### src/dss_pkg.sv
// Purpose: Shared constants and types for the dual supply sequencer
// Assumes: 200 MHz clock, comparator results arrive as digital levels
// Notes:   Long counts are also top-level parameters so simulation can shorten them
package dss_pkg;

  // ---------------------------------------------------------------------------
  // Clock and times
  // ---------------------------------------------------------------------------
  localparam int unsigned CLK_PERIOD_PS   = 5000;
  localparam int unsigned FILT_DEEP_NS    = 20000;
  localparam int unsigned FILT_SHALLOW_NS = 80000;
  localparam int unsigned BRK_QUAL_NS     = 1500;
  localparam int unsigned TIMER_PERIOD_US = 200000;

  // Rejection times are longest times: round down
  localparam int unsigned FILT_DEEP_CYC    = (FILT_DEEP_NS * 1000) / CLK_PERIOD_PS;
  localparam int unsigned FILT_SHALLOW_CYC = (FILT_SHALLOW_NS * 1000) / CLK_PERIOD_PS;
  // Qualification is a least time: round up
  localparam int unsigned BRK_QUAL_CYC     = (BRK_QUAL_NS * 1000 + CLK_PERIOD_PS - 1) / CLK_PERIOD_PS;
  localparam longint unsigned TIMER_CYC    = (64'(TIMER_PERIOD_US) * 64'd1000000) / 64'(CLK_PERIOD_PS);

  localparam int unsigned CNT_W = 32;

  // ---------------------------------------------------------------------------
  // Synchroniser bit positions
  // ---------------------------------------------------------------------------
  localparam int unsigned SYN_ON_HARD  = 0;
  localparam int unsigned SYN_ON_LOW   = 1;
  localparam int unsigned SYN_ON_HIGH  = 2;
  localparam int unsigned SYN_SNS_OK   = 3;
  localparam int unsigned SYN_SNS_DEEP = 4;
  localparam int unsigned SYN_CUR1     = 5;
  localparam int unsigned SYN_CUR2     = 6;
  localparam int unsigned SYN_SUPPLY   = 7;
  localparam int unsigned SYN_N        = 8;
  localparam logic [SYN_N-1:0] SYN_RST = 8'h00;

  // ---------------------------------------------------------------------------
  // Types
  // ---------------------------------------------------------------------------
  typedef enum logic [1:0] {
    DRV_OFF_FAST,
    DRV_RAMP_DOWN,
    DRV_RAMP_UP
  } dss_drive_t;

  typedef enum logic [1:0] {
    GATE_IDLE,
    GATE_WAIT,
    GATE_ON
  } dss_gate_t;

endpackage : dss_pkg

### src/dss_tmr_if.sv
// Purpose: Link between the sequencer and the shared delay timer
// Assumes: One clock domain
// Notes:   clear wins over counting
`timescale 1ns/1ps
interface dss_tmr_if;
  logic clear;
  logic done;

  modport ctl (output clear, input done);
  modport tmr (input clear, output done);
endinterface : dss_tmr_if

### src/dss_timer.sv
// Purpose: Shared delay timer, one cycle of PERIOD clocks
// Assumes: Controller holds clear while no delay is wanted
// Notes:   done is a one-cycle pulse at end of cycle
`timescale 1ns/1ps
module dss_timer
  import dss_pkg::*;
#(
  parameter longint unsigned PERIOD = TIMER_CYC
)(
  input  wire logic clk,
  input  wire logic nrst,
  dss_tmr_if.tmr    tif
);

  logic [CNT_W-1:0] count;
  logic [CNT_W-1:0] next_count;
  logic             done;
  logic             next_done;

  always_comb
  begin
    next_count = count + 32'h1;
    next_done  = 1'b0;
    if (tif.clear)
    begin
      next_count = '0;
    end
    else if (count == CNT_W'(PERIOD - 1))
    begin
      next_count = '0;
      next_done  = 1'b1;
    end
  end

  always_ff @(posedge clk or negedge nrst)
  begin
    if (!nrst)
    begin
      count <= '0;
      done  <= 1'b0;
    end
    else
    begin
      count <= next_count;
      done  <= next_done;
    end
  end

  assign tif.done = done;

endmodule : dss_timer

### src/dss_glitch_filter.sv
// Purpose: Glitch filter on the output-sense comparator
// Assumes: Inputs already synchronised
// Notes:   Only falls are filtered; rises pass at once, the timer delays them
`timescale 1ns/1ps
module dss_glitch_filter
  import dss_pkg::*;
#(
  parameter int unsigned DEEP_CYC    = FILT_DEEP_CYC,
  parameter int unsigned SHALLOW_CYC = FILT_SHALLOW_CYC
)(
  input  wire logic clk,
  input  wire logic nrst,
  input  wire logic sense_ok,
  input  wire logic dip_deep,
  output logic      filt_ok
);

  logic [CNT_W-1:0] low_cnt;
  logic [CNT_W-1:0] next_low_cnt;
  logic             next_filt_ok;
  logic [CNT_W-1:0] limit;

  always_comb
  begin
    limit        = dip_deep ? CNT_W'(DEEP_CYC) : CNT_W'(SHALLOW_CYC);
    next_low_cnt = '0;
    next_filt_ok = 1'b1;
    if (!sense_ok)
    begin
      next_filt_ok = filt_ok;
      if (low_cnt + 32'h1 >= limit)
      begin
        next_filt_ok = 1'b0;
        next_low_cnt = low_cnt;
      end
      else
      begin
        next_low_cnt = low_cnt + 32'h1;
      end
    end
  end

  always_ff @(posedge clk or negedge nrst)
  begin
    if (!nrst)
    begin
      low_cnt <= '0;
      filt_ok <= 1'b0;
    end
    else
    begin
      low_cnt <= next_low_cnt;
      filt_ok <= next_filt_ok;
    end
  end

endmodule : dss_glitch_filter

### src/dss_sequencer.sv
// Purpose: Two-channel supply switch sequencing, reset delay and breaker
// Assumes: Comparators arrive as asynchronous digital levels, one free clock
// Notes:   Drive codes tell the analog gate stage which current to apply
//
// Behaviour
// - At power-up both channel drives are held off.
// - Channel 1 ramps up after control stays above low threshold one timer cycle.
// - Channel 2 ramps up above high threshold once that cycle has completed.
// - Below a channel threshold but above hard-off, that channel ramps down gently.
// - Sense rising starts a timer cycle; reset releases when it completes.
// - Sense falling passes the glitch filter, then reset goes low.
// - Sense high for less than a cycle keeps reset low, delay abandoned.
// - Dips rejected: 20 us when deeper than 150 mV, 80 us when shallow.
// - Timer held at zero when idle, counts to end, pulses, clears.
// - One shared timer serves gate turn-on and reset release delays.
// - Breaker trips when either current sense exceeds trip level beyond qualification.
// - A trip forces both drives fully off at once.
// - Control below hard-off then high clears breaker and starts a new cycle.
// - After a clear, drives return when the new timer cycle completes.
// - Control below hard-off forces both drives off immediately.
// - Fault output low while tripped, released when control is taken low.
// - Supply under lockout disables everything: drives off, reset low.
`timescale 1ns/1ps
module dss_sequencer
  import dss_pkg::*;
#(
  parameter longint unsigned TIMER_CYCLES   = TIMER_CYC,
  parameter int unsigned     FILT_SHORT_CYC = FILT_DEEP_CYC,
  parameter int unsigned     FILT_LONG_CYC  = FILT_SHALLOW_CYC,
  parameter int unsigned     QUAL_CYC       = BRK_QUAL_CYC
)(
  input  wire logic CLK_I,
  input  wire logic NRST_I,
  input  wire logic ON_HARD_I,
  input  wire logic ON_LOW_I,
  input  wire logic ON_HIGH_I,
  input  wire logic OUTPUT_SENSE_INPUT_I,
  input  wire logic SENSE_DIP_DEEP_I,
  input  wire logic CURRENT_MONITOR_INPUT1_I,
  input  wire logic CURRENT_MONITOR_INPUT2_I,
  input  wire logic SUPPLY_RAIL_OK_I,
  output dss_drive_t CHANNEL1_DRIVE_O,
  output dss_drive_t CHANNEL2_DRIVE_O,
  output logic      RESET_N_O,
  output logic      FAULT_N_O
);

  // ---------------------------------------------------------------------------
  // Input synchronisers
  // ---------------------------------------------------------------------------
  logic [SYN_N-1:0] raw;
  logic [SYN_N-1:0] syn_a;
  logic [SYN_N-1:0] syn;

  assign raw = {SUPPLY_RAIL_OK_I, CURRENT_MONITOR_INPUT2_I, CURRENT_MONITOR_INPUT1_I, SENSE_DIP_DEEP_I,
                OUTPUT_SENSE_INPUT_I, ON_HIGH_I, ON_LOW_I, ON_HARD_I};

  genvar gi;
  generate
    for (gi = 0; gi < SYN_N; gi++)
    begin : g_sync
      always_ff @(posedge CLK_I or negedge NRST_I)
      begin
        if (!NRST_I)
        begin
          syn_a[gi] <= SYN_RST[gi];
          syn[gi]   <= SYN_RST[gi];
        end
        else
        begin
          syn_a[gi] <= raw[gi];
          syn[gi]   <= syn_a[gi];
        end
      end
    end
  endgenerate

  logic on_hard;
  logic on_low;
  logic on_high;
  logic supply_ok;
  logic over_cur;

  assign on_hard   = syn[SYN_ON_HARD];
  assign on_low    = syn[SYN_ON_LOW] & on_hard;
  assign on_high   = syn[SYN_ON_HIGH] & on_low;
  assign supply_ok = syn[SYN_SUPPLY];
  assign over_cur  = syn[SYN_CUR1] | syn[SYN_CUR2];

  // ---------------------------------------------------------------------------
  // Glitch filter and shared timer
  // ---------------------------------------------------------------------------
  logic sense_filt;

  dss_glitch_filter #(
    .DEEP_CYC    (FILT_SHORT_CYC),
    .SHALLOW_CYC (FILT_LONG_CYC)
  ) u_filter (
    .clk      (CLK_I),
    .nrst     (NRST_I),
    .sense_ok (syn[SYN_SNS_OK]),
    .dip_deep (syn[SYN_SNS_DEEP]),
    .filt_ok  (sense_filt)
  );

  dss_tmr_if tif ();

  dss_timer #(
    .PERIOD (TIMER_CYCLES)
  ) u_timer (
    .clk  (CLK_I),
    .nrst (NRST_I),
    .tif  (tif)
  );

  // ---------------------------------------------------------------------------
  // Circuit breaker
  // ---------------------------------------------------------------------------
  logic [CNT_W-1:0] oc_cnt;
  logic [CNT_W-1:0] next_oc_cnt;
  logic             tripped;
  logic             next_tripped;

  always_comb
  begin
    next_oc_cnt  = '0;
    next_tripped = tripped;
    if (over_cur && supply_ok)
    begin
      next_oc_cnt = (oc_cnt > CNT_W'(QUAL_CYC)) ? oc_cnt : oc_cnt + 32'h1;
    end
    // Trip must win over a clear arriving in the same cycle
    if (over_cur && supply_ok && oc_cnt >= CNT_W'(QUAL_CYC))
    begin
      next_tripped = 1'b1;
    end
    else if (!on_hard || !supply_ok)
    begin
      next_tripped = 1'b0;
    end
  end

  always_ff @(posedge CLK_I or negedge NRST_I)
  begin
    if (!NRST_I)
    begin
      oc_cnt  <= '0;
      tripped <= 1'b0;
    end
    else
    begin
      oc_cnt  <= next_oc_cnt;
      tripped <= next_tripped;
    end
  end

  // ---------------------------------------------------------------------------
  // Gate sequencing
  // ---------------------------------------------------------------------------
  dss_gate_t  gate_st;
  dss_gate_t  next_gate_st;
  logic       owner_gate;
  logic       next_owner_gate;
  logic       rst_rel;
  logic       next_rst_rel;
  logic       hard_off;
  logic       force_off;
  logic       gate_wait;
  logic       rst_wait;
  logic       tmr_active;

  // Breaker, lockout and hard-off all pull both gates fast
  assign hard_off   = !supply_ok || tripped || !on_hard;
  // The edge that sets the breaker drops the gates too, not one later
  assign force_off  = hard_off || next_tripped;
  assign gate_wait  = (gate_st == GATE_WAIT) && !hard_off;
  // Gate delay has priority; reset delay waits for the timer to be free
  assign rst_wait   = sense_filt && syn[SYN_SNS_OK] && on_low && supply_ok && !rst_rel && !gate_wait;
  assign tmr_active = gate_wait || rst_wait;
  // Idle or a change of owner restarts the count from zero
  assign tif.clear  = !tmr_active || (gate_wait != owner_gate);

  always_comb
  begin
    next_gate_st    = gate_st;
    next_owner_gate = gate_wait;
    unique case (gate_st)
      GATE_IDLE:
      begin
        if (on_low && !hard_off)
        begin
          next_gate_st = GATE_WAIT;
        end
      end
      GATE_WAIT:
      begin
        if (tif.done && owner_gate)
        begin
          next_gate_st = GATE_ON;
        end
      end
      GATE_ON:
      begin
        next_gate_st = GATE_ON;
      end
      // Fourth code of the two-bit state is unused
      default:
      begin
        next_gate_st = GATE_IDLE;
      end
    endcase
    if (hard_off || !on_low)
    begin
      next_gate_st = GATE_IDLE;
    end
  end

  // Owner is registered so a hand-over clears the count for one cycle
  always_ff @(posedge CLK_I or negedge NRST_I)
  begin
    if (!NRST_I)
    begin
      gate_st    <= GATE_IDLE;
      owner_gate <= 1'b0;
    end
    else
    begin
      gate_st    <= next_gate_st;
      owner_gate <= next_owner_gate;
    end
  end

  // ---------------------------------------------------------------------------
  // Channel drives
  // ---------------------------------------------------------------------------
  dss_drive_t next_ch1;
  dss_drive_t next_ch2;

  // Ramp down is the gentle pull; only breaker, lockout and hard-off use the fast one
  always_comb
  begin
    if (force_off)
    begin
      next_ch1 = DRV_OFF_FAST;
      next_ch2 = DRV_OFF_FAST;
    end
    else
    begin
      next_ch1 = (gate_st == GATE_ON && on_low) ? DRV_RAMP_UP : DRV_RAMP_DOWN;
      next_ch2 = (gate_st == GATE_ON && on_high) ? DRV_RAMP_UP : DRV_RAMP_DOWN;
    end
  end

  always_ff @(posedge CLK_I or negedge NRST_I)
  begin
    if (!NRST_I)
    begin
      CHANNEL1_DRIVE_O <= DRV_OFF_FAST;
      CHANNEL2_DRIVE_O <= DRV_OFF_FAST;
    end
    else
    begin
      CHANNEL1_DRIVE_O <= next_ch1;
      CHANNEL2_DRIVE_O <= next_ch2;
    end
  end

  // ---------------------------------------------------------------------------
  // Reset and fault outputs
  // ---------------------------------------------------------------------------
  logic next_fault_n;

  // Release only on a done pulse that the reset delay owns
  always_comb
  begin
    next_rst_rel = rst_rel;
    next_fault_n = !next_tripped;
    if (!supply_ok || !sense_filt)
    begin
      next_rst_rel = 1'b0;
    end
    else if (rst_wait && !owner_gate && tif.done)
    begin
      next_rst_rel = 1'b1;
    end
  end

  always_ff @(posedge CLK_I or negedge NRST_I)
  begin
    if (!NRST_I)
    begin
      rst_rel   <= 1'b0;
      RESET_N_O <= 1'b0;
      FAULT_N_O <= 1'b1;
    end
    else
    begin
      rst_rel   <= next_rst_rel;
      RESET_N_O <= next_rst_rel;
      FAULT_N_O <= next_fault_n;
    end
  end

endmodule : dss_sequencer

### config.mk
export PLATFORM = sky130hd
export DESIGN_NAME = dss_sequencer
export DESIGN_NICKNAME = d
export VERILOG_FILES = /design/src/dss_pkg.sv /design/src/dss_tmr_if.sv /design/src/dss_timer.sv /design/src/dss_glitch_filter.sv /design/src/dss_sequencer.sv
export SDC_FILE = /design/constraint.sdc
export NUM_CORES = 1
export LEC_CHECK = 0
export ABC_CLOCK_PERIOD_IN_PS = 3800
export BUFFER_PORTS_ARGS = -buffer_cell sky130_fd_sc_hd__buf_2
export CORE_ASPECT_RATIO = 1.1
export CORE_MARGIN = 4
export CORE_UTILIZATION = 55
export DETAILED_ROUTE_END_ITERATION = 10
export PLACE_DENSITY = 0.72
export SKIP_LAST_GASP = 1
export SLEW_MARGIN = 25
export SYNTH_ARGS = -nofsm -noshare
export SYNTH_HDL_FRONTEND = slang
export SYNTH_HIERARCHICAL = 1
export SYNTH_SLANG_ARGS = --single-unit
### constraint.sdc
create_clock -name CLK_I -period 3.8 [get_ports CLK_I]
set_input_delay 0.19 -clock CLK_I [delete_from_list [all_inputs] [get_ports CLK_I]]
set_output_delay 0.19 -clock CLK_I [all_outputs]
set_load 0.03 [all_outputs]
==> results of run 1 <==
-- cell families (layout without fill, tap and decap cells) --
kind of cell / count (synthesis) / count (layout) / share of synthesized area [%]
flops: 124 / 124 / 50.2
fa+ha+maj: 11 / 11 / 2.23
mux: 7 / 7 / 1.15
xor+xnor: 26 / 26 / 3.68
buf+inv: 40 / 79 / 3.00
simple gates: 288 / 288 / 28.4
compound gates: 103 / 105 / 11.3
-- per-layer routing --
layer / share of wire (%) / vias to the layer above / GRT usage (%)
li1: - / 2325 / -
met1: 44 / 2336 / 28.9
met2: 49 / 133 / 32.7
met3: 3.9 / 36 / 4.07
met4: 2.2 / 0 / 9.00
met5: 0 / - / 0
-- sequential cells by signal, summed over array words and instances (netlist names), 2 cells and up --
| name | cells |
|---|---|
| CHANNEL2_DRIVE_O | 2 |
| u_filter/low_cnt | 32 |
| oc_cnt | 32 |
| CHANNEL1_DRIVE_O | 2 |
| gate_st | 2 |
| syn_a | 8 |
| u_timer/count | 32 |
| syn | 6 |
-- cells in the mapped netlist, drive strengths merged (2+ instances only) --
cell type	instances	area share [%]
a22o	2	0.28
nor4b	2	0.28
a31o	2	0.28
dfrtp	123	50
nor3	13	1.4
or4	29	3.7
and2	33	3.4
nor4	16	1.9
nor2b	2	0.20
nand3b	2	0.24
nand4	37	4.0
nor3b	17	2.1
or3	9	0.95
nand3	26	2.1
clkbuf	16	0.99
ha	11	2.2
buf	9	1.1
inv	15	0.91
a211oi	4	0.49
a21boi	2	0.24
o31ai	26	3.2
nor2	38	2.3
o21a	2	0.24
o41ai	2	0.59
a21oi	35	2.8
or2	4	0.40
mux2i	6	0.97
xor2	8	1.1
a31oi	4	0.40
and3	10	1.0
o21ai	12	0.97
nand2b	4	0.40
nand2	32	1.9
and4	11	1.6
xnor2	18	2.6
-- per-stage QoR --
stage	setup WS (ns)	util, %	hold slack (ns)	total power (W)	std cells
CTS	0.0180	64.3	0.348	0.00307	783
detailed placement	-0.0149	58.1	0.299	0.00145	742
finish	0.157	65.0	0.347	0.00304	787
global route	0.0166	65.0	0.355	0.00316	787
global placement	0.0849	58.1	0.298	0.00145	742
floorplan	0.331	-	-0.106	0.00141	599
-- critical path, stage by stage (launching register included) --
cell and delay (ns):
dfrtp_1 0.44, and4_1 0.28, nand4_1 0.15, nor2_2 0.15, xor2_1 0.18, ha_1 0.29, a2111oi_1 0.39, o21ai_0 0.14
a22o_1 0.29, a2111o_2 0.56, or4_1 0.51, a21oi_1 0.18
-- area by class of cell --
cell class | instances | area, um^2
clock inverter | 8 | 119
inverter | 15 | 56.3
multi-input combinational | 437 | 2940
fill | 826 | 3830
tap | 147 | 184
sequential | 124 | 3110
clock buffer | 24 | 472
timing repair buffer | 32 | 244
-- placed cells by master, fill, tap and decap left out, types with 3 or more instances in the layout --
cell type,instances
mux2i_1,6
and2_1,32
clkbuf_16,17
or4_4,3
nor3b_1,17
buf_4,7
dfrtp_1,118
nand2_1,32
or3_1,7
buf_2,14
nor3_1,10
xor2_1,8
nor4_1,13
nand2b_1,4
a31oi_1,4
ha_1,10
inv_1,15
a211oi_1,4
or2_2,3
o21ai_0,11
and4_1,8
nand4_2,3
nor4_2,3
dfrtp_2,5
and3_1,9
clkinv_2,4
nand3_1,26
and4_2,3
dlygate4sd3_1,9
bufinv_16,3
a21oi_1,35
or4_1,26
o31ai_1,26
clkbuf_1,5
nor2_1,36
nand4_1,34
xnor2_1,18
-- final timing paths --
check | end | from | slack (ns)
min | syn[1]$_DFF_PN0_ | syn_a[1]$_DFF_PN0_ | 0.35
max reg2reg | u_filter/low_cnt[9]$_DFFE_PN0P_ | u_filter/low_cnt[5]$_DFFE_PN0P_ | 0.16
max in group asynchronous | oc_cnt[18]$_DFFE_PN0P_ | NRST_I | 2.73
min in group asynchronous | u_filter/low_cnt[13]$_DFFE_PN0P_ | NRST_I | 0.36
max | u_filter/low_cnt[9]$_DFFE_PN0P_ | u_filter/low_cnt[5]$_DFFE_PN0P_ | 0.16
min reg2reg | syn[1]$_DFF_PN0_ | syn_a[1]$_DFF_PN0_ | 0.35
-- where the power goes --
part	leakage, nW	total [W]	switching, W	internal (W)
Sequential	1.67	0.00135	0.0000126	0.00134
Combinational	0.919	0.0000891	0.0000591	0.0000300
Clock	0.292	0.00160	0.000535	0.00106
-- timing repair --
item	CTS	global route
hold buffers	9	0
buffers inserted	0	2
gates cloned	0	2
endpoints found under the setup margin	30	33
resized for setup	1	12
hold endpoints to repair	25	0
pin swaps	0	2
==> impl_results.md, run 1 <==
- Achievable Freq: approximately 270 MHz
- Total track usage: roughly a fifth
- First-pass GRT wire length: 21900 um
- Clock buffer depth: 2
- Slew Limit Headroom: between 40% and 50%
- Worst EP required: between 4 and 5 ns
- CTS tree: done
- Final-report hold violation count: 0
- Syn. warnings: 6
- Area of the mapped netlist: roughly 0.0062 mm^2
- WHS Path Cells: 0
- Iter 0 DRT Violations: 297
- Worst Setup Start Kind: flip-flop
- EDFF count, synth: 0
- Worst IR Drop VDD: around 0.34 mV
- Synth Instances: between 500 and 600
- R2R depth: 11
- H-tree depth: 4
- Power per cell area: 426 mW/mm^2
- Pleak: between 2 and 3 nW
- Number of global-route vias before repair: 4649
- CP endpoint kind: flip-flop
- Syn nets: a little over 600
- Final Critical Period: between 3 and 4 ns
- Post-detail-place hpwl: 8510 um
- Die area: about 0.013 mm^2
- Yosys cell types: between 60 and 70
- Vias: about 4800
- Initial core utilization: around 56%
- Cell row count: 40
- Share of cells above drive strength 1: around 14%
- Final ANT Viol Nets: 0
- DR pass1 iterations: 5
- Final wirelength: around 13000 um
- Post-route DRC: 0
- Syn avg cell area: between 10 and 15 um^2
- RSZ-0062 raised after global routing: false
- Synthesis-stage register bit count: 124
- Total negative setup slack: 0 ns
- Synth async-reset ratio: 100%
- Drt wl/cell: 16.4 um
- Max-slew violations: 0
- Routability cong.: about 0.88
- Die Width: roughly 110 um
- Crit Path Class: flip-flop to flip-flop
- Core area: 0.0110 mm^2
- Largest net degree at the start of global routing: 79
- Area grow syn2layout: 15.3%
- Nets: between 600 and 700
- Initial antenna violation count: 0
- Setup Skew: 0.00878 ns
- Total CTS buffers: 17
- Die Height: 119 um
- CTS Sinks: roughly 120
- N_diodes: 0
- CTS root buf: clkbuf_16
- Max-Cap Viols: 0
- Vias/cell: between 6 and 7
- Final Cycle Share: approximately 96%
- Worst-Margin Slew: 0.834 ns
- Post-DP Area: between 0.006 and 0.007 mm^2
- Kind of path behind the tightest hold check: flip-flop to flip-flop
- Ys flop type: dfrtp_1
- Post-Layout Inst Area: between 0.007 and 0.008 mm^2
- Sequential fraction of the synthesis area: about half
- Total grt overflow: 0
- Clk Latency, worst-skew pair: between 0.4 and 0.5 ns
- Status: complete, no violations
- Clock transition at path regs: ~0.06 ns
- Crit path DAT: around 4 ns
- Setup-failing EPs final: 0
- IO buf count: 15
- IO Pins: 16
- Crit Path Max Fanout: 7
Note: power is estimated with default switching activity, not from simulation.
==> run 2: changes to the inputs <==
--- a/config.mk
+++ b/config.mk
@@ -9,9 +9,8 @@
 export BUFFER_PORTS_ARGS = -buffer_cell sky130_fd_sc_hd__buf_2
 export CORE_ASPECT_RATIO = 1.1
 export CORE_MARGIN = 4
-export CORE_UTILIZATION = 55
+export CORE_UTILIZATION = 36
 export DETAILED_ROUTE_END_ITERATION = 10
-export PLACE_DENSITY = 0.72
 export SKIP_LAST_GASP = 1
 export SLEW_MARGIN = 25
 export SYNTH_ARGS = -nofsm -noshare
==> run 2 against run 1 <==
  * Die area grew 49%
  * Sequential cell count is the same
  * Critical endpoint is now u_filter/low_cnt[0]$_DFFE_PN0P_
  * Combinational power grew 1%
  * Wire length grew 1.3%
==> impl_results.md, run 2 (synthesis results as in run 1) <==
- Worst-Margin Slew: 0.758 ns (was 0.834 ns)
- Final ANT Viol Nets: 0 (unchanged)
- Final-report hold violation count: 0 (unchanged)
- Grt peak-use layer: met2 (unchanged)
- Number of global-route vias before repair: 4683 (was 4649)
- R2R depth: 13 (was 11)
- Cell count along the critical path: 13 (was 11)
- Area grow syn2layout: 16.5% (was 15.3%)
- Post-detail-place hpwl: 8900 um (was 8510 um)
- Worst EP required: 4.09 ns (was 4.11 ns)
- CP Buf/Inv Count: 1 (was 0)
- Achievable Freq: 280 MHz (was 275 MHz)
- Total grt overflow: 0 (unchanged)
- Sequential share of power: 44.3% (was 44.5%)
- Commonest non-fill, non-tap cells in the layout: dfrtp_1 (123), nor2_1 (37), a21oi_1 (35) (was dfrtp_1 (118), nor2_1 (36), a21oi_1 (35))
- Crit Path Max Fanout: 25 (was 7)
- Net Switching: 0.000675 W (was 0.000607 W)
- Worst IR Drop VDD: 0.352 mV (was 0.344 mV)
- Total track usage: 14.1% (was 21.1%)
- Die area: 0.0193 mm^2 (was 0.0130 mm^2)
- Total negative setup slack: 0 ns (unchanged)
- Max-Cap Viols: 0 (unchanged)
- First-pass GRT wire length: 22600 um (was 21900 um)
- Cell family with most CP delay: compound AO/OA/AOI/OAI gates (unchanged)
- Crit-path cells: ha_2 -> nand4_1 -> nor3_2 -> nand3_1 -> xnor2_1 -> ha_1 -> a2111oi_0 -> o21ai_0 -> a22o_1 -> a2111o_1 -> buf_4 -> nor2_1 -> mux2_2 (was and4_1 -> nand4_1 -> nor2_2 -> xor2_1 -> ha_1 -> a2111oi_1 -> o21ai_0 -> a22o_1 -> a2111o_2 -> or4_1 -> a21oi_1)
- Initial core utilization: 37.2% (was 56.4%)
- Status: complete, no violations (unchanged)
- Sw Ratio: 22.1% (was 20.0%)
- Combinational share of power: 3.0% (was 2.9%)
- Cell row count: 49 (was 40)
- Core area: 0.0166 mm^2 (was 0.0110 mm^2)
- Iter 0 DRT Violations: 222 (was 297)
- Kind of path behind the tightest hold check: input pin to asynchronous set/reset pin (was flip-flop to flip-flop)
- Die Height: 145 um (was 119 um)
- GR Util met1: 18.7% (was 28.9%)
- Clock network power share: 52.8% (was 52.6%)
- Crit path DAT: 3.87 ns (was 3.96 ns)
- Final wirelength: 13000 um (was 12900 um)
- Final Cycle Share: 94.1% (was 95.9%)
- Vias/cell: 5.48 (was 6.14)
- Int Pwr: 0.00237 W (was 0.00243 W)
- Slew Limit Headroom: 49.5% (was 44.2%)
- Worst slack, placed: 0.159 ns (was -0.0149 ns)
- IO Pins: 16 (unchanged)
- PnR worst setup slack: 0.225 ns (was 0.157 ns)
- Clock transition at path regs: 0.06 ns (about the same)
- Crit Path Class: flip-flop to flip-flop (unchanged)
- Pleak: 2.87 nW (was 2.88 nW)
- Largest net degree at the start of global routing: 73 (was 79)
- CTS Sinks: 124 (unchanged)
- Top Registers: oc_cnt (32), u_filter/low_cnt (32), u_timer/count (32) (unchanged)
- IO buf count: 15 (unchanged)
- Drt wl/cell: 15.0 um (was 16.4 um)
- Routability cong.: 0.852 (was 0.883)
- CTS tree: done (unchanged)
- Power per cell area: 423 mW/mm^2 (was 426 mW/mm^2)
- Commonest non-fill, non-tap cell in the layout: dfrtp_1 (unchanged)
- Crit-path slowest cell: dfrtp_1 (was a2111o_2)
- Non-Filler Instances: 868 (was 787)
- GRT met2 Usage: 21.6% (was 32.7%)
- Final Critical Period: 3.58 ns (was 3.64 ns)
- Setup Skew: 0.00563 ns (was 0.00878 ns)
- Total Power: 0.00305 W (was 0.00304 W)
- Setup-failing EPs final: 0 (unchanged)
- CTS root buf: clkbuf_16 (unchanged)
- Filler cells: 1550 (was 826)
- Nets: 647 (was 648)
- Total CTS buffers: 17 (unchanged)
- Max-slew violations: 0 (unchanged)
- Die Width: 133 um (was 109 um)
- Dpl cells: 826 (was 742)
- Clk Latency, worst-skew pair: 0.41 ns (about the same)
- DR pass1 iterations: 4 (was 5)
- N_diodes: 0 (unchanged)
- CP max stage delay: 0.41 ns (was 0.56 ns)
- GR Util met3: 4.05% (was 4.07%)
- Clock buffer depth: 2 (unchanged)
- RSZ-0062 raised after global routing: false (unchanged)
- Post-route DRC: 0 (unchanged)
- Initial antenna violation count: 0 (unchanged)
- Vias: 4759 (was 4830)
- H-tree depth: 4 (unchanged)
- Share of cells above drive strength 1: 13.6% (was 13.8%)
- Worst Setup Start Kind: flip-flop (unchanged)
- CP endpoint kind: flip-flop (unchanged)
## run 2: cell count changes in the layout (fill, tap and decap cells not counted), sizes merged
cell,previous run,this run
buf,23,24
clkbuf,24,20
clkinv,5,4
clkinvlp,0,2
bufinv,3,2
inv,15,19
a2111o,3,1
## run 2: cell type report
class                   instances  area, um^2  share of cell area (%)
clock buffers                  20         457                    6.34
clock inverters                12         134                    1.86
inverters                      15        56.3                   0.782
multi-input cells             435        2910                    40.4
flip-flops and latches        124        3100                    43.1
well taps                     229         287                    3.98
repair buffers                 33         259                    3.60
## run 2: final timing paths
check / from / end / slack [ns]
max in group asynchronous: NRST_I / u_filter/low_cnt[20]$_DFFE_PN0P_ / 2.62
min in group CLK_I: syn_a[0]$_DFF_PN0_ / on_hard$_DFF_PN0_ / 0.35
setup / recovery: u_filter/low_cnt[0]$_DFFE_PN0P_ / u_filter/low_cnt[0]$_DFFE_PN0P_ / 0.22
setup reg to reg: u_filter/low_cnt[0]$_DFFE_PN0P_ / u_filter/low_cnt[0]$_DFFE_PN0P_ / 0.22
hold reg to reg: syn_a[0]$_DFF_PN0_ / on_hard$_DFF_PN0_ / 0.35
hold / removal: NRST_I / oc_cnt[5]$_DFFE_PN0P_ / 0.23
## run 2: metal layers
metal  part of all wire, %  wire, um  vias up
met3                   3.7       481       16
met5                     0         0        -
li1                      -         -     2311
met2                    48      6200       91
met1                    47      6130     2341
met4                   1.7       221        0
## run 2: power groups by stage
stage	Sequential [W]	Clock, W	Combinational [W]
floorplan	0.00137	0	0.0000357
global placement	0.00137	0	0.0000779
detailed placement	0.00137	0	0.0000814
CTS	0.00135	0.00164	0.0000897
global route	0.00135	0.00171	0.000105
finish	0.00135	0.00161	0.0000900
## run 2: metrics by stage
step	cell area [um^2]	util [%]	hold slack (ns)
final	7200	43.4	0.226
after global routing	7200	43.4	0.253
after CTS	7160	43.1	0.350
after detailed placement	6480	39.0	0.300
after global placement	6480	39.0	0.299
after floorplan	6180	-	-0.106
## run 2: repair_timing
item,in CTS,in global routing
setup endpoints to repair,0,32
hold buffers,9,0
resized for setup,0,6
hold endpoints to repair,77,0
buffers inserted,0,0
